## config.mk

```make
export PLATFORM = sky130hd
export DESIGN_NAME = fssct_decoder
export DESIGN_NICKNAME = d
export VERILOG_FILES = /design/src/fssct_pkg.sv /design/src/fssct_stack_ptr.sv /design/src/fssct_busy_timer.sv /design/src/fssct_decoder.sv
export SDC_FILE = /design/constraint.sdc
export NUM_CORES = 1
export LEC_CHECK = 0
export ABC_AREA = 1
export BUFFER_PORTS_ARGS = -buffer_cell sky130_fd_sc_hd__buf_2
export CORE_MARGIN = 2
export CORE_UTILIZATION = 62
export CTS_BUF_LIST = sky130_fd_sc_hd__clkbuf_4
export DETAILED_ROUTE_END_ITERATION = 10
export PLACE_DENSITY = 0.84
export SLEW_MARGIN = 20
export SYNTH_ARGS = -nofsm -noshare
export SYNTH_HDL_FRONTEND = slang
export SYNTH_SLANG_ARGS = --single-unit
```

## constraint.sdc

```tcl
create_clock -name clk_i -period 7.1 [get_ports clk_i]
set_clock_uncertainty 0.2 [all_clocks]
set_input_delay 1.065 -clock clk_i [delete_from_list [all_inputs] [get_ports clk_i]]
set_output_delay 1.065 -clock clk_i [all_outputs]
set_load 0.05 [all_outputs]
```

## src/fssct_pkg.sv

```systemverilog
/*
  Shared constants and types for the floating point store, subtract and
  compare timing block: opcode bytes, clock counts and decode flags.
  Assumes the integer unit presents one two-byte opcode at a time.
*/
`default_nettype none
package fssct_pkg;

  localparam logic [7:0] OPB_D8 = 8'hD8;
  localparam logic [7:0] OPB_D9 = 8'hD9;
  localparam logic [7:0] OPB_DA = 8'hDA;
  localparam logic [7:0] OPB_DB = 8'hDB;
  localparam logic [7:0] OPB_DC = 8'hDC;
  localparam logic [7:0] OPB_DD = 8'hDD;
  localparam logic [7:0] OPB_DE = 8'hDE;
  localparam logic [7:0] OPB_DF = 8'hDF;
  localparam logic [7:0] OPB_WAIT = 8'h9B;

  localparam int RSVD_N = 10;
  localparam logic [15:0] RSVD_OPS [RSVD_N] = '{
    16'hD9D7, 16'hD9E2, 16'hD9E7, 16'hDDFC, 16'hDED8,
    16'hDEDA, 16'hDEDC, 16'hDEDD, 16'hDEDE, 16'hDFFC};

  // Clock counts, in core clocks.
  localparam logic [7:0] LAT_ST = 8'h02;
  localparam logic [7:0] LAT_BCD_MIN = 8'h39;
  localparam logic [7:0] LAT_BCD_MAX = 8'h3F;
  localparam logic [7:0] LAT_I32_MIN = 8'h08;
  localparam logic [7:0] LAT_I32_MAX = 8'h0D;
  localparam logic [7:0] LAT_I16_MIN = 8'h07;
  localparam logic [7:0] LAT_I16_MAX = 8'h0A;
  localparam logic [7:0] LAT_I64_MIN = 8'h0A;
  localparam logic [7:0] LAT_I64_MAX = 8'h0D;
  localparam logic [7:0] LAT_CW = 8'h03;
  localparam logic [7:0] LAT_CW_W = 8'h05;
  localparam logic [7:0] LAT_ENV_MIN = 8'h0C;
  localparam logic [7:0] LAT_ENV_MAX = 8'h16;
  localparam logic [7:0] LAT_ENV_W_MIN = 8'h0E;
  localparam logic [7:0] LAT_ENV_W_MAX = 8'h18;
  localparam logic [7:0] LAT_SW = 8'h04;
  localparam logic [7:0] LAT_SW_W = 8'h06;
  localparam logic [7:0] LAT_AX = 8'h02;
  localparam logic [7:0] LAT_AX_W = 8'h04;
  localparam logic [7:0] LAT_SUB_MIN = 8'h04;
  localparam logic [7:0] LAT_SUB_MAX = 8'h07;
  localparam logic [7:0] LAT_IS_MIN = 8'h0E;
  localparam logic [7:0] LAT_IS32_MAX = 8'h1D;
  localparam logic [7:0] LAT_IS16_MAX = 8'h1B;
  localparam logic [7:0] LAT_CMP = 8'h04;
  localparam logic [7:0] LAT_WAIT = 8'h02;
  localparam logic [7:0] LAT_XCH = 8'h02;
  localparam logic [7:0] LAT_XTR_MIN = 8'h0B;
  localparam logic [7:0] LAT_XTR_MAX = 8'h10;
  localparam logic [7:0] LAT_L2X_MIN = 8'h91;
  localparam logic [7:0] LAT_L2X_MAX = 8'h9A;
  localparam logic [7:0] LAT_L2P_MIN = 8'h83;
  localparam logic [7:0] LAT_L2P_MAX = 8'h85;
  localparam logic [7:0] LAT_L2P_FB = 8'hAA;
  localparam logic [7:0] LAT_RED = 8'h5A;
  localparam logic [7:0] LAT_SIN_MIN = 8'h4C;
  localparam logic [7:0] LAT_SIN_MAX = 8'h8C;
  localparam logic [7:0] LAT_SIN_S_MIN = 8'h51;
  localparam logic [7:0] LAT_SIN_S_MAX = 8'h52;
  localparam logic [7:0] LAT_COS_MIN = 8'h5C;
  localparam logic [7:0] LAT_COS_MAX = 8'h8D;
  localparam logic [7:0] LAT_TAN_MIN = 8'h75;
  localparam logic [7:0] LAT_TAN_MAX = 8'h81;
  localparam logic [7:0] LAT_SC_MIN = 8'h91;
  localparam logic [7:0] LAT_SC_MAX = 8'hA1;
  localparam logic [7:0] LAT_AT_MIN = 8'h61;
  localparam logic [7:0] LAT_AT_MAX = 8'hA1;
  localparam logic [7:0] LAT_RSVD = 8'h02;
  localparam logic [7:0] LAT_UNK = 8'h01;
  localparam logic [2:0] TOP_RST = 3'h0;

  // Decode flags: element operand, pop, double pop, push, condition codes.
  localparam logic [4:0] F_NONE = 5'h00;
  localparam logic [4:0] F_N = 5'h10;
  localparam logic [4:0] F_POP = 5'h08;
  localparam logic [4:0] F_POP2 = 5'h04;
  localparam logic [4:0] F_PUSH = 5'h02;
  localparam logic [4:0] F_CC = 5'h01;

  typedef enum logic [4:0] {
    OP_NONE, OP_STORE, OP_STORE_POP, OP_STORE_INT, OP_STORE_BCD,
    OP_STORE_CW, OP_STORE_ENV, OP_STORE_SW, OP_STORE_AX, OP_SUB,
    OP_SUBR, OP_ISUB, OP_TEST, OP_COMPARE, OP_EXAM, OP_WAIT, OP_EXCH,
    OP_EXTRACT, OP_LOG, OP_LOGP1, OP_SIN, OP_COS, OP_TAN, OP_SINCOS,
    OP_ATAN, OP_RESERVED
  } fssct_op_e;

  typedef struct packed {
    fssct_op_e op;
    logic [7:0] lmin;
    logic [7:0] lmax;
    logic [4:0] fl;
  } fssct_dec_s;

endpackage
`default_nettype wire

```

## src/fssct_stack_ptr.sv

```systemverilog
/*
  Three-bit register-stack top pointer moved by pops and pushes.
  Assumes at most one adjustment request per clock from the decoder.
*/
`timescale 1ns/1ps
`default_nettype none
module fssct_stack_ptr
  import fssct_pkg::*;
(
  input wire logic clk_i,
  input wire logic rst_i,
  input wire logic pop_i,
  input wire logic pop2_i,
  input wire logic push_i,
  output logic [2:0] top_o
);
  import fssct_pkg::*;

  typedef struct packed {
    logic [2:0] top;
  } fssct_sp_s;

  fssct_sp_s st_r;
  fssct_sp_s st_nxt;

  always_comb
  begin
    st_nxt = st_r;
    if (pop2_i)
      st_nxt.top = st_r.top + 3'h2;
    else if (pop_i)
      st_nxt.top = st_r.top + 3'h1;
    else if (push_i)
      st_nxt.top = st_r.top - 3'h1;
  end

  always_ff @(posedge clk_i)
  begin
    if (rst_i)
      st_r.top <= TOP_RST;
    else
      st_r <= st_nxt;
  end

  assign top_o = st_r.top;
endmodule
`default_nettype wire

```

## src/fssct_busy_timer.sv

```systemverilog
/*
  Busy timer: loaded with a clock count, holds busy for exactly that many
  cycles, then pulses done. Assumes load only arrives while ready is high.
*/
`timescale 1ns/1ps
`default_nettype none
module fssct_busy_timer #(
  parameter int W = 8
) (
  input wire logic clk_i,
  input wire logic rst_i,
  input wire logic load_i,
  input wire logic [W-1:0] count_i,
  output logic busy_o,
  output logic ready_o,
  output logic done_o
);
  typedef struct packed {
    logic [W-1:0] cnt;
    logic busy;
    logic ready;
    logic done;
  } fssct_tm_s;

  fssct_tm_s st_r;
  fssct_tm_s st_nxt;

  always_comb
  begin
    st_nxt = st_r;
    st_nxt.done = 1'b0;
    if (load_i)
    begin
      st_nxt.cnt = count_i;
      st_nxt.busy = 1'b1;
      st_nxt.ready = 1'b0;
    end
    else if (st_r.busy)
    begin
      st_nxt.cnt = st_r.cnt - {{(W-1){1'b0}}, 1'b1};
      if (st_r.cnt == {{(W-1){1'b0}}, 1'b1})
      begin
        st_nxt.busy = 1'b0;
        st_nxt.ready = 1'b1;
        st_nxt.done = 1'b1;
      end
    end
  end

  always_ff @(posedge clk_i)
  begin
    if (rst_i)
    begin
      st_r.cnt <= '0;
      st_r.busy <= 1'b0;
      st_r.ready <= 1'b1;
      st_r.done <= 1'b0;
    end
    else
      st_r <= st_nxt;
  end

  assign busy_o = st_r.busy;
  assign ready_o = st_r.ready;
  assign done_o = st_r.done;
endmodule
`default_nettype wire

```

## src/fssct_decoder.sv

```systemverilog
/*
  Decoder and execution timer for the store, subtract, compare, exchange,
  extract, wait, logarithm and trig opcode group of the floating point
  unit. Assumes the integer unit offers one opcode with valid and stalls
  while ready is low; data-dependent range flags come from the datapath
  on the same clock.
*/
// How it works
// - element operands are indexed from the stack top before execution.
// - a pop discards the value and adds one to the top pointer.
// - a push subtracts one from the top pointer first.
// - ten reserved opcodes run without exception; results are undefined.
// - decimal store writes eighteen digits then pops, 57 to 63 clocks.
// - store-and-pop to element n takes two clocks, like real stores.
// - 64-bit integer store-and-pop takes ten to thirteen clocks.
// - control-word store takes five clocks waiting, three not waiting.
// - environment store takes 12 to 22, or 14 to 24 when waiting.
// - status to accumulator takes two clocks, four when waiting.
// - subtract-and-pop sets element n minus top, pops, 4 to 7 clocks.
// - reverse subtract swaps operand order, 4 to 7 clocks.
// - integer subtract: 14 to 29 for 32-bit, 14 to 27 for 16-bit.
// - test against zero updates condition codes in four clocks.
// - unordered compare sets codes in four clocks; pop form pops once.
// - double-pop compare uses element one and pops twice, four clocks.
// - wait holds issue until not busy and costs two clocks.
// - exchange swaps top with element n in two clocks.
// - exponent extract replaces top then pushes, 11 to 16 clocks.
// - y log2(x+1) takes 131 to 133, or 170 when out of range.
// - sine, cosine, tangent and sincos add 90 clocks when the argument is large.
// - sine takes 81 to 82 clocks for a small argument.
// - arctangent takes 97 clocks for a small ratio.
`timescale 1ns/1ps
`default_nettype none
module fssct_decoder
  import fssct_pkg::*;
(
  input wire logic clk_i,
  input wire logic rst_i,
  input wire logic issue_valid_i,
  input wire logic [7:0] op_byte0_i,
  input wire logic [7:0] op_byte1_i,
  input wire logic wait_prefix_i,
  input wire logic [7:0] extra_cycles_i,
  input wire logic arg_large_i,
  input wire logic arg_small_i,
  input wire logic arg_out_of_range_i,
  output logic issue_ready_o,
  output logic busy_o,
  output logic done_o,
  output logic accept_o,
  output fssct_pkg::fssct_op_e op_o,
  output logic [2:0] elem_o,
  output logic [2:0] top_o,
  output logic pop_o,
  output logic pop_two_o,
  output logic push_o,
  output logic cc_update_o,
  output logic reserved_o,
  output logic unknown_o
);
  import fssct_pkg::*;

  ////////////////////////////////////////////////////////////////////////

  function automatic logic is_reserved(input logic [15:0] op);
    logic hit;
    hit = 1'b0;
    for (int i = 0; i < RSVD_N; i++)
      if (op == RSVD_OPS[i])
        hit = 1'b1;
    return hit;
  endfunction

  function automatic fssct_dec_s mk(input fssct_op_e op,
    input logic [7:0] lmin, input logic [7:0] lmax, input logic [4:0] fl);
    fssct_dec_s d;
    d.op = op;
    d.lmin = lmin;
    d.lmax = lmax;
    d.fl = fl;
    return d;
  endfunction

  // Ranged counts take the minimum plus the datapath's extra cycles,
  // clamped so the documented maximum is never exceeded.
  function automatic logic [7:0] pick(input logic [7:0] lmin,
    input logic [7:0] lmax, input logic [7:0] extra);
    logic [7:0] span;
    span = lmax - lmin;
    return (extra > span) ? lmax : lmin + extra;
  endfunction

  function automatic fssct_dec_s decode(input logic [7:0] b0,
    input logic [7:0] b1, input logic w);
    fssct_dec_s d;
    logic mem;
    logic [2:0] r;
    d = mk(OP_NONE, LAT_UNK, LAT_UNK, F_NONE);
    mem = (b1[7:6] != 2'b11);
    r = b1[5:3];
    if (b0 == OPB_WAIT)
      d = mk(OP_WAIT, LAT_WAIT, LAT_WAIT, F_NONE);
    else if (is_reserved({b0, b1}))
      d = mk(OP_RESERVED, LAT_RSVD, LAT_RSVD, F_NONE);
    else
    begin
      case (b0)
        OPB_D9:
        begin
          if (mem)
          begin
            case (r)
              3'h2: d = mk(OP_STORE, LAT_ST, LAT_ST, F_NONE);
              3'h3: d = mk(OP_STORE_POP, LAT_ST, LAT_ST, F_POP);
              3'h6: d = w ? mk(OP_STORE_ENV, LAT_ENV_W_MIN, LAT_ENV_W_MAX,
                F_NONE) : mk(OP_STORE_ENV, LAT_ENV_MIN, LAT_ENV_MAX,
                F_NONE);
              3'h7: d = mk(OP_STORE_CW, w ? LAT_CW_W : LAT_CW,
                w ? LAT_CW_W : LAT_CW, F_NONE);
              default: d = mk(OP_NONE, LAT_UNK, LAT_UNK, F_NONE);
            endcase
          end
          else if (b1[7:3] == 5'b11001)
            d = mk(OP_EXCH, LAT_XCH, LAT_XCH, F_N);
          else
          begin
            case (b1)
              8'hE4: d = mk(OP_TEST, LAT_CMP, LAT_CMP, F_CC);
              8'hE5: d = mk(OP_EXAM, LAT_CMP, LAT_CMP, F_CC);
              8'hF4: d = mk(OP_EXTRACT, LAT_XTR_MIN, LAT_XTR_MAX,
                F_PUSH);
              8'hF1: d = mk(OP_LOG, LAT_L2X_MIN, LAT_L2X_MAX, F_POP);
              8'hF9: d = mk(OP_LOGP1, LAT_L2P_MIN, LAT_L2P_MAX, F_POP);
              8'hFE: d = mk(OP_SIN, LAT_SIN_MIN, LAT_SIN_MAX, F_NONE);
              8'hFF: d = mk(OP_COS, LAT_COS_MIN, LAT_COS_MAX, F_NONE);
              8'hF2: d = mk(OP_TAN, LAT_TAN_MIN, LAT_TAN_MAX, F_PUSH);
              8'hFB: d = mk(OP_SINCOS, LAT_SC_MIN, LAT_SC_MAX, F_PUSH);
              8'hF3: d = mk(OP_ATAN, LAT_AT_MIN, LAT_AT_MAX, F_POP);
              default: d = mk(OP_NONE, LAT_UNK, LAT_UNK, F_NONE);
            endcase
          end
        end
        OPB_DB:
        begin
          if (!mem && b1[7:3] == 5'b11011)
            d = mk(OP_STORE_POP, LAT_ST, LAT_ST, F_N | F_POP);
          else if (mem && r == 3'h7)
            d = mk(OP_STORE_POP, LAT_ST, LAT_ST, F_POP);
          else if (mem && r == 3'h2)
            d = mk(OP_STORE_INT, LAT_I32_MIN, LAT_I32_MAX, F_NONE);
          else if (mem && r == 3'h3)
            d = mk(OP_STORE_INT, LAT_I32_MIN, LAT_I32_MAX, F_POP);
        end
        OPB_DD:
        begin
          if (mem)
          begin
            case (r)
              3'h2: d = mk(OP_STORE, LAT_ST, LAT_ST, F_NONE);
              3'h3: d = mk(OP_STORE_POP, LAT_ST, LAT_ST, F_POP);
              3'h7: d = mk(OP_STORE_SW, w ? LAT_SW_W : LAT_SW,
                w ? LAT_SW_W : LAT_SW, F_NONE);
              default: d = mk(OP_NONE, LAT_UNK, LAT_UNK, F_NONE);
            endcase
          end
          else if (b1[7:3] == 5'b11010)
            d = mk(OP_STORE, LAT_ST, LAT_ST, F_N);
          else if (b1[7:3] == 5'b11100)
            d = mk(OP_COMPARE, LAT_CMP, LAT_CMP, F_N | F_CC);
          else if (b1[7:3] == 5'b11101)
            d = mk(OP_COMPARE, LAT_CMP, LAT_CMP,
              F_N | F_CC | F_POP);
        end
        OPB_DF:
        begin
          if (!mem && b1 == 8'hE0)
            d = mk(OP_STORE_AX, w ? LAT_AX_W : LAT_AX,
              w ? LAT_AX_W : LAT_AX, F_NONE);
          else if (mem && r == 3'h6)
            d = mk(OP_STORE_BCD, LAT_BCD_MIN, LAT_BCD_MAX, F_POP);
          else if (mem && r == 3'h7)
            d = mk(OP_STORE_INT, LAT_I64_MIN, LAT_I64_MAX, F_POP);
          else if (mem && r == 3'h2)
            d = mk(OP_STORE_INT, LAT_I16_MIN, LAT_I16_MAX, F_NONE);
          else if (mem && r == 3'h3)
            d = mk(OP_STORE_INT, LAT_I16_MIN, LAT_I16_MAX, F_POP);
        end
        OPB_D8, OPB_DC:
        begin
          // The register form's direction bit flips between D8 and DC.
          if (mem && r == 3'h4)
            d = mk(OP_SUB, LAT_SUB_MIN, LAT_SUB_MAX, F_NONE);
          else if (mem && r == 3'h5)
            d = mk(OP_SUBR, LAT_SUB_MIN, LAT_SUB_MAX, F_NONE);
          else if (!mem && b1[7:4] == 4'hE)
            d = mk((b1[3] ^ (b0 == OPB_D8)) ? OP_SUB : OP_SUBR,
              LAT_SUB_MIN, LAT_SUB_MAX, F_N);
        end
        OPB_DE:
        begin
          if (!mem && b1[7:3] == 5'b11101)
            d = mk(OP_SUB, LAT_SUB_MIN, LAT_SUB_MAX,
              F_N | F_POP);
          else if (!mem && b1[7:3] == 5'b11100)
            d = mk(OP_SUBR, LAT_SUB_MIN, LAT_SUB_MAX,
              F_N | F_POP);
          else if (mem && (r == 3'h4 || r == 3'h5))
            d = mk(OP_ISUB, LAT_IS_MIN, LAT_IS16_MAX, F_NONE);
        end
        OPB_DA:
        begin
          if (!mem && b1 == 8'hE9)
            d = mk(OP_COMPARE, LAT_CMP, LAT_CMP,
              F_CC | F_POP2);
          else if (mem && (r == 3'h4 || r == 3'h5))
            d = mk(OP_ISUB, LAT_IS_MIN, LAT_IS32_MAX, F_NONE);
        end
        default: d = mk(OP_NONE, LAT_UNK, LAT_UNK, F_NONE);
      endcase
    end
    return d;
  endfunction

  ////////////////////////////////////////////////////////////////////////

  typedef struct packed {
    logic accept;
    fssct_op_e op;
    logic wait_form;
    logic [2:0] elem;
    logic [2:0] sel_n;
    logic pop;
    logic pop2;
    logic push;
    logic cc;
    logic reserved;
    logic unknown;
    logic [7:0] run_len;
  } fssct_dc_s;

  fssct_dc_s st_r;
  fssct_dc_s st_nxt;
  fssct_dec_s dec;
  logic take;
  logic [7:0] lat;
  logic tm_busy;
  logic tm_ready;
  logic tm_done;
  logic [2:0] top;

  assign take = issue_valid_i && tm_ready;

  always_comb
  begin
    dec = decode(op_byte0_i, op_byte1_i, wait_prefix_i);
    lat = pick(dec.lmin, dec.lmax, extra_cycles_i);
    case (dec.op)
      OP_LOGP1:
        if (arg_out_of_range_i)
          lat = LAT_L2P_FB;
      OP_SIN:
        if (arg_large_i)
          lat = pick(dec.lmin, dec.lmax, extra_cycles_i) + LAT_RED;
        else if (arg_small_i)
          lat = pick(LAT_SIN_S_MIN, LAT_SIN_S_MAX, extra_cycles_i);
      OP_COS, OP_TAN, OP_SINCOS:
        if (arg_large_i)
          lat = pick(dec.lmin, dec.lmax, extra_cycles_i) + LAT_RED;
      OP_ATAN:
        if (arg_small_i)
          lat = LAT_AT_MIN;
      default: lat = pick(dec.lmin, dec.lmax, extra_cycles_i);
    endcase
  end

  always_comb
  begin
    st_nxt = st_r;
    st_nxt.accept = take;
    st_nxt.pop = 1'b0;
    st_nxt.pop2 = 1'b0;
    st_nxt.push = 1'b0;
    st_nxt.cc = 1'b0;
    st_nxt.reserved = 1'b0;
    st_nxt.unknown = 1'b0;
    if (tm_busy)
      st_nxt.run_len = st_r.run_len + 8'h01;
    if (take)
    begin
      st_nxt.op = dec.op;
      st_nxt.wait_form = wait_prefix_i;
      st_nxt.sel_n = (dec.op == OP_COMPARE && (dec.fl & F_POP2) != 5'h00)
        ? 3'h1 : op_byte1_i[2:0];
      // Element operand resolves against the pointer before any pop.
      st_nxt.elem = ((dec.fl & (F_N | F_POP2)) != 5'h00)
        ? top + st_nxt.sel_n : top;
      st_nxt.pop = (dec.fl & F_POP) != 5'h00;
      st_nxt.pop2 = (dec.fl & F_POP2) != 5'h00;
      st_nxt.push = (dec.fl & F_PUSH) != 5'h00;
      st_nxt.cc = (dec.fl & F_CC) != 5'h00;
      st_nxt.reserved = dec.op == OP_RESERVED;
      st_nxt.unknown = dec.op == OP_NONE;
      st_nxt.run_len = 8'h00;
    end
  end

  always_ff @(posedge clk_i)
  begin
    if (rst_i)
    begin
      st_r.accept <= 1'b0;
      st_r.op <= OP_NONE;
      st_r.wait_form <= 1'b0;
      st_r.elem <= TOP_RST;
      st_r.sel_n <= 3'h0;
      st_r.pop <= 1'b0;
      st_r.pop2 <= 1'b0;
      st_r.push <= 1'b0;
      st_r.cc <= 1'b0;
      st_r.reserved <= 1'b0;
      st_r.unknown <= 1'b0;
      st_r.run_len <= 8'h00;
    end
    else
      st_r <= st_nxt;
  end

  fssct_busy_timer #(
    .W(8)
  ) u_timer (
    .clk_i(clk_i),
    .rst_i(rst_i),
    .load_i(take),
    .count_i(lat),
    .busy_o(tm_busy),
    .ready_o(tm_ready),
    .done_o(tm_done)
  );

  fssct_stack_ptr u_stack (
    .clk_i(clk_i),
    .rst_i(rst_i),
    .pop_i(take && st_nxt.pop),
    .pop2_i(take && st_nxt.pop2),
    .push_i(take && st_nxt.push),
    .top_o(top)
  );

  assign issue_ready_o = tm_ready;
  assign busy_o = tm_busy;
  assign done_o = tm_done;
  assign accept_o = st_r.accept;
  assign op_o = st_r.op;
  assign elem_o = st_r.elem;
  assign top_o = top;
  assign pop_o = st_r.pop;
  assign pop_two_o = st_r.pop2;
  assign push_o = st_r.push;
  assign cc_update_o = st_r.cc;
  assign reserved_o = st_r.reserved;
  assign unknown_o = st_r.unknown;

  ////////////////////////////////////////////////////////////////////////

  property p_elem_before;
    @(posedge clk_i) disable iff (rst_i)
    accept_o && (op_o == OP_EXCH) |->
      (elem_o - $past(top_o)) == st_r.sel_n;
  endproperty
  a_elem_before: assert property (p_elem_before)
    else $error("element index not taken from the old top");

  property p_pop_inc;
    @(posedge clk_i) disable iff (rst_i)
    pop_o |-> (top_o - $past(top_o)) == 3'h1;
  endproperty
  a_pop_inc: assert property (p_pop_inc)
    else $error("pop did not add one to the top pointer");

  property p_push_dec;
    @(posedge clk_i) disable iff (rst_i)
    push_o |-> ($past(top_o) - top_o) == 3'h1;
  endproperty
  a_push_dec: assert property (p_push_dec)
    else $error("push did not subtract one from the top pointer");

  property p_pop_two;
    @(posedge clk_i) disable iff (rst_i)
    pop_two_o |-> (top_o - $past(top_o)) == 3'h2 && cc_update_o
      ##1 busy_o[*3] ##1 !busy_o;
  endproperty
  a_pop_two: assert property (p_pop_two)
    else $error("double-pop compare wrong pointer or timing");

  property p_cw_wait;
    @(posedge clk_i) disable iff (rst_i)
    accept_o && op_o == OP_STORE_CW && st_r.wait_form |->
      busy_o[*5] ##1 !busy_o;
  endproperty
  a_cw_wait: assert property (p_cw_wait)
    else $error("waiting control store not five clocks");

  property p_ax_nowait;
    @(posedge clk_i) disable iff (rst_i)
    accept_o && op_o == OP_STORE_AX && !st_r.wait_form |->
      busy_o[*2] ##1 !busy_o;
  endproperty
  a_ax_nowait: assert property (p_ax_nowait)
    else $error("status to accumulator not two clocks");

  property p_test_four;
    @(posedge clk_i) disable iff (rst_i)
    accept_o && op_o == OP_TEST |-> cc_update_o ##0 busy_o[*4] ##1 !busy_o;
  endproperty
  a_test_four: assert property (p_test_four)
    else $error("test against zero not four clocks");

  property p_wait_issue;
    @(posedge clk_i) disable iff (rst_i)
    busy_o |-> !issue_ready_o ##1 !accept_o;
  endproperty
  a_wait_issue: assert property (p_wait_issue)
    else $error("issue taken while busy");

  property p_bcd_len;
    @(posedge clk_i) disable iff (rst_i)
    done_o && op_o == OP_STORE_BCD |->
      st_r.run_len >= LAT_BCD_MIN && st_r.run_len <= LAT_BCD_MAX;
  endproperty
  a_bcd_len: assert property (p_bcd_len)
    else $error("decimal store busy length out of range");

  property p_isub_len;
    @(posedge clk_i) disable iff (rst_i)
    done_o && op_o == OP_ISUB |->
      st_r.run_len >= LAT_IS_MIN && st_r.run_len <= LAT_IS32_MAX;
  endproperty
  a_isub_len: assert property (p_isub_len)
    else $error("integer subtract busy length out of range");

  property p_rsvd_quiet;
    @(posedge clk_i) disable iff (rst_i)
    reserved_o |-> !unknown_o && busy_o[*2] ##1 done_o;
  endproperty
  a_rsvd_quiet: assert property (p_rsvd_quiet)
    else $error("reserved opcode not run quietly");
endmodule
`default_nettype wire

```

After elaboration in Yosys (flattened, before gate mapping)
Cells that the tools add are included.
- output and inout bits: 21
- register bits after elaboration: 37
- word-level logic and storage cells: 178
- input port bits: 31
- bitwise logic cells: 3
- $lt $le $gt $ge: 2
- reductions and logical operators: 32
- equal/unequal tests: 53
- multiplexer cells: 63
- $add $sub $neg: 10
- operators by type and width (operator ; number):
    $mux 25 ; 12
    $pmux 26 s10 ; 1
    $pmux 26 s7 ; 1
    $eq 8x8->1 const B ; 21
    $mux 23 ; 7
    $eq 16x16->1 const B ; 10
    $mux 26 ; 5
    $pmux 24 s4 ; 1
    $pmux 24 s3 ; 1
    $mux 8 ; 8
    $eq 5x5->1 const B ; 12
    $pmux 8 s4 ; 1
    $mux 24 ; 1
    $mux 3 ; 8
    $logic_and 1x1->1 ; 18
    $mux 15 ; 1
    $mux 14 ; 1
    $eq 3x3->1 const B ; 4
    $mux 1 ; 11
    $mux 11 ; 1
    $mux 10 ; 1
    $add 7x8->8 const A ; 1
    $add 8x1->8 const B ; 1
    $add 8x7->8 const B ; 1
    27 further kinds ; 34

Depth between registers and ports, before layout
- depth in word-level cells: 21
- depth in mapped cells: 40
- mapped depth without buffers: 40

Hierarchy
From an unflattened synthesis, not the netlist that was laid out.
- cell total of the unflattened synthesis: 841
- area total of the unflattened synthesis: 4730.8 µm²
- modules (own cells, without submodules) (module ; area an instance (µm²) ; cells each ; seq. area each (µm²) ; instances):
    fssct_decoder ; 3887.5 ; 719 ; 300.3 ; 1
    fssct_busy_timer ; 621.8 ; 89 ; 220.2 ; 1
    fssct_stack_ptr ; 221.5 ; 33 ; 60.1 ; 1

Worst setup path after synthesis
Ideal clock, no wire load.
- path type: input-to-reg
- start: input port op_byte1_i[6]
- end: register u_timer.st_r[10] (netlist bit)
- path slack: 1.645 ns
- arrival: 5.185 ns
- cell stages on the path: 38
- buffers on the path: 2
- required time: 6.829 ns
- setup time: 0.071 ns
- cell sequence: nand2_4 > nor2_2 > buf_6 > nand2_1 > nand2_1 > nor2_2 > nand3_4 > nand3_1 > nand2_1 > a31oi_1 > ha_1 > inv_1 > fa_1 > nand3_1 > nand2_1 > nand2_1 > nand2_1 > a21oi_1 > (+2 left out) > nand2_1 > nor2_1 > nand4_1 > nand2_1 > clkbuf_1 > nand2_1 > o21ai_1 > inv_1 > ha_1 > inv_1 > nand3_1 > nand2_1 > nand2_1 > nand2_1 > nand3_1 > nand3_1 > nand2_1 > a21oi_1
- word-level cells in the longest chain between the ends: 21
- elaborated cells between the ends (all ways): 100
- classes of those cells: 3 x add/sub; 1 x order compare; 35 x eq/ne; 46 x mux; 15 x reduce/logical
- RTL lines (what ; RTL line ; text):
    from (decl) ; fssct_decoder.sv:41 ; input wire logic [7:0] op_byte1_i,
    $eq 16x16->1 ; fssct_decoder.sv:69 ; if (op == RSVD_OPS[i])
    $mux 1 (10 in series) ; fssct_decoder.sv:69 ;
    $mux 1 ; fssct_decoder.sv:101 ; if (b0 == OPB_WAIT)
    $mux 26 * ; fssct_decoder.sv:103 ; else if (is_reserved({b0, b1}))
    $mux 26 * ; fssct_decoder.sv:101 ;
    $sub 8x8->8 ; fssct_decoder.sv:89 ; span = lmax - lmin;
    $gt 8x8->1 ; fssct_decoder.sv:90 ; return (extra > span) ? lmax : lmin + extra;
    $mux 8 ; fssct_decoder.sv:90 ;
    $add 8x7->8 / $mux 8 (equally long branches) ; fssct_decoder.sv:263, fssct_decoder.sv:268, fssct_decoder.sv:264 ;
    $mux 8, on equally long branches ; fssct_decoder.sv:267, fssct_decoder.sv:262 ;
    $pmux 8 s4 * ; fssct_decoder.sv:257 ; case (dec.op)
    $mux 10 * ; fssct_busy_timer.sv:32 ; if (load_i)
    to (signal assigned) ; fssct_busy_timer.sv:60 ; st_r <= st_nxt;
    to (decl) ; fssct_busy_timer.sv:25 ; fssct_tm_s st_r;
Mark *: on every way between the ends. The rest lies on a longest branch, timed or not. The select of a mux whose other input is x is not followed.
A chain may end at the register's enable or synchronous reset.

Worst setup path in the final report
Ends and elaborated chain as after synthesis.

==> metrics.txt <==
outcome=finished, final reports clean; Die H=91.2 um; Final period util=90.1%; initial antenna violation count=0; grt total ovfl=0; pre-CTS setup slack=0.475 ns; Post-Synthesis Cell Area=4720 um^2; slew margin rel.=56.4%; Mapped Cells=837; worst stage delay on the critical path=0.35 ns; flop-to-flop setup slack=4.34 ns; PD cells=93.9 nW/um^2; Yosys Warn Count=0; reg2reg end=u_stack.top_o[2]$_SDFFE_PP0P_; final antenna diode count=0; Initial Util=64.4%; Area after DPL=5060 um^2; leak pwr=2.80 nW; post-layout instance area=5120 um^2; clock buffer count from CTS=5; die width=91.2 um; DRC viols=0; starting DRC count in detailed routing=652; Post-synth EDFFs=0; Fin. Hold Viols=0; Synthesized Nets=900; Area contributors post-synth=nand2_1 17%, dfxtp_1 12%, nand3_1 10%; Total Routing Usage GR=38.1%; vias post-DR=5937; Layout area overhead=8.40%; FP Rows=31; Tightest Hold Check Type=flop to flop; critical path arrival=6.48 ns; hpwl dp=13000 um; cell mode on critical path=nand2_1; max cap viols=0; fillers=676; RSZ-0062 raised after global routing=no; Worst Setup EP=u_timer.st_r[10]$_SDFFE_PP0P_; count leader, synth=nand2_1; post-synth top area cell=nand2_1; worst skew pair latency=0.34 ns; worst vdd ir=56.9 uV; ys async rst share=0%; worst setup margin=0.703 ns; PostCTS Resize Cnt=0; DR WL/cell=16.0 um; NumNets Final=948; worst slew pin tran=0.648 ns; GP Congestion=1.09; largest net degree at the start of global routing=21; H-tree Lvls=2; setup bufs post-CTS=0; post-route setup TNS=0 ns; ys flop type=dfxtp_1; crit end category=flop; crit path kind=input pin to flop; CP Data Required Time=7.18 ns; Max clock buf depth=2; first-pass GRT wire length=26200 um; Worst setup SP type=input pin; worst-path maximum fanout=19; sequential share of the synthesized area=12.3%; IO Pins=52; routed wire length=15700 um; final setup fails=0; layout cell share with drive strength beyond 1=15.9%; clock root cell=clkbuf_4; port buffer count=51; worst reg-to-reg path cell count=9; DR vias/cell=6.03; vias in the first global route=5655; antenna-violating nets left=0; Final Slew Violations=0; hold buffer count at cts=0; CTS Sinks=29; minimum clock period=6.40 ns; #FFs+latches synth=29; clock-pin slew on the worst setup and hold paths=0.10 ns; Die Area=8330 um^2; TritonCTS clock tree=yes; share of the synthesized area in the top cell type=17.5%; FMAX=156 MHz; RR Startpoint=u_timer.ready_o$_SDFFE_PP1P_; Post-synth top cells=220 x nand2_1, 103 x inv_1, 98 x nand3_1, 96 x nor2_1, 38 x a21oi_1; Yosys cell types=43; Critical-path top delay cell=inv_1; Synth Area per Inst=5.64 um^2; Core ar.=7330 um^2; drt first pass iters=6; Crit. Startpoint=op_byte1_i[6]
## critical path: cells and delay by family
family / cells / cell delay, ns
adder cells (fa/ha/maj): 3 / 0.71
AND/OR/NAND/NOR: 17 / 2.03
buffers and inverters: 6 / 0.85
AO/OA/AOI/OAI: 11 / 1.80
## where the power goes
part	total [mW]	switching [mW]	internal [mW]
clock	0.0990	0.0576	0.0414
sequential	0.179	0.00762	0.171
combinational	0.203	0.140	0.0624
total	0.481	0.205	0.275
## worst min path at each step
stage	to	cells after the start	from
after detailed placement	op_o[1]$_SDFFE_PP0P_	2	op_o[1]$_SDFFE_PP0P_
after floorplan	u_timer.st_r[10]$_SDFFE_PP0P_	2	u_timer.st_r[10]$_SDFFE_PP0P_
after CTS	op_o[1]$_SDFFE_PP0P_	2	op_o[1]$_SDFFE_PP0P_
final	op_o[1]$_SDFFE_PP0P_	2	op_o[1]$_SDFFE_PP0P_
after global routing	elem_o[1]$_SDFFE_PP0P_	2	elem_o[1]$_SDFFE_PP0P_
after global placement	elem_o[1]$_SDFFE_PP0P_	2	elem_o[1]$_SDFFE_PP0P_
## kinds of logic after synthesis
family	synth area share, %
compound gates	12.6
flops	12.3
buf+inv	10.9
xor+xnor	2.04
fa+ha+maj	9.12
simple gates	53.0
## stage by stage
step	utilization [%]	hold WS [ns]	cells	total power, mW
final	69.8	0.273	985	0.481
after global placement	69.0	0.250	977	0.371
after CTS	69.8	0.275	985	0.475
after floorplan	-	0.244	837	0.323
after global routing	69.8	0.320	985	0.511
after detailed placement	69.0	0.260	977	0.378
## per-layer routing
metal	wire, um	part of all wire, %	global-route usage [%]
met1	6070	39	47.0
met2	7120	45	64.8
met3	1870	12	7.47
met4	665	4.2	15.7
met5	0	0	0
## registers in the layout (all words and copies together), names as in the netlist
name	count
u_timer.st_r	8
op_o	5
u_timer.busy_o	1
u_timer.done_o	1
unknown_o	1
push_o	1
reserved_o	1
pop_two_o	1
u_stack.top_o	3
accept_o	1
pop_o	1
u_timer.ready_o	1
elem_o	3
cc_update_o	1
## area by class of cell
cell class | count | area [um^2] | share of cell area (%)
Inverter | 119 | 447 | 8.73
Clock inverter | 2 | 10.0 | 0.196
Sequential cell | 29 | 581 | 11.3
Timing Repair Buffer | 55 | 285 | 5.58
Clock buffer | 6 | 45.0 | 0.880
Tap cell | 99 | 124 | 2.42
Multi-Input combinational cell | 675 | 3620 | 70.8
## cells in the final DEF (no fill, tap or decap), drive strengths merged
master / n
a2111oi: 1
a211oi: 1
a21oi: 38
a31oi: 6
a41oi: 2
and3: 1
buf: 55
clkbuf: 6
clkinv: 4
dfxtp: 29
fa: 4
ha: 28
inv: 117
nand2: 240
nand3: 108
nand3b: 4
nand4: 20
nor2: 119
nor3: 17
nor3b: 1
nor4: 6
o2111ai: 2
o211ai: 5
o21a: 2
o21ai: 42
o221ai: 1
o22ai: 1
o31ai: 5
or2: 9
or3b: 1
xnor2: 8
xor2: 3
Power figures use the tool's default switching activity.
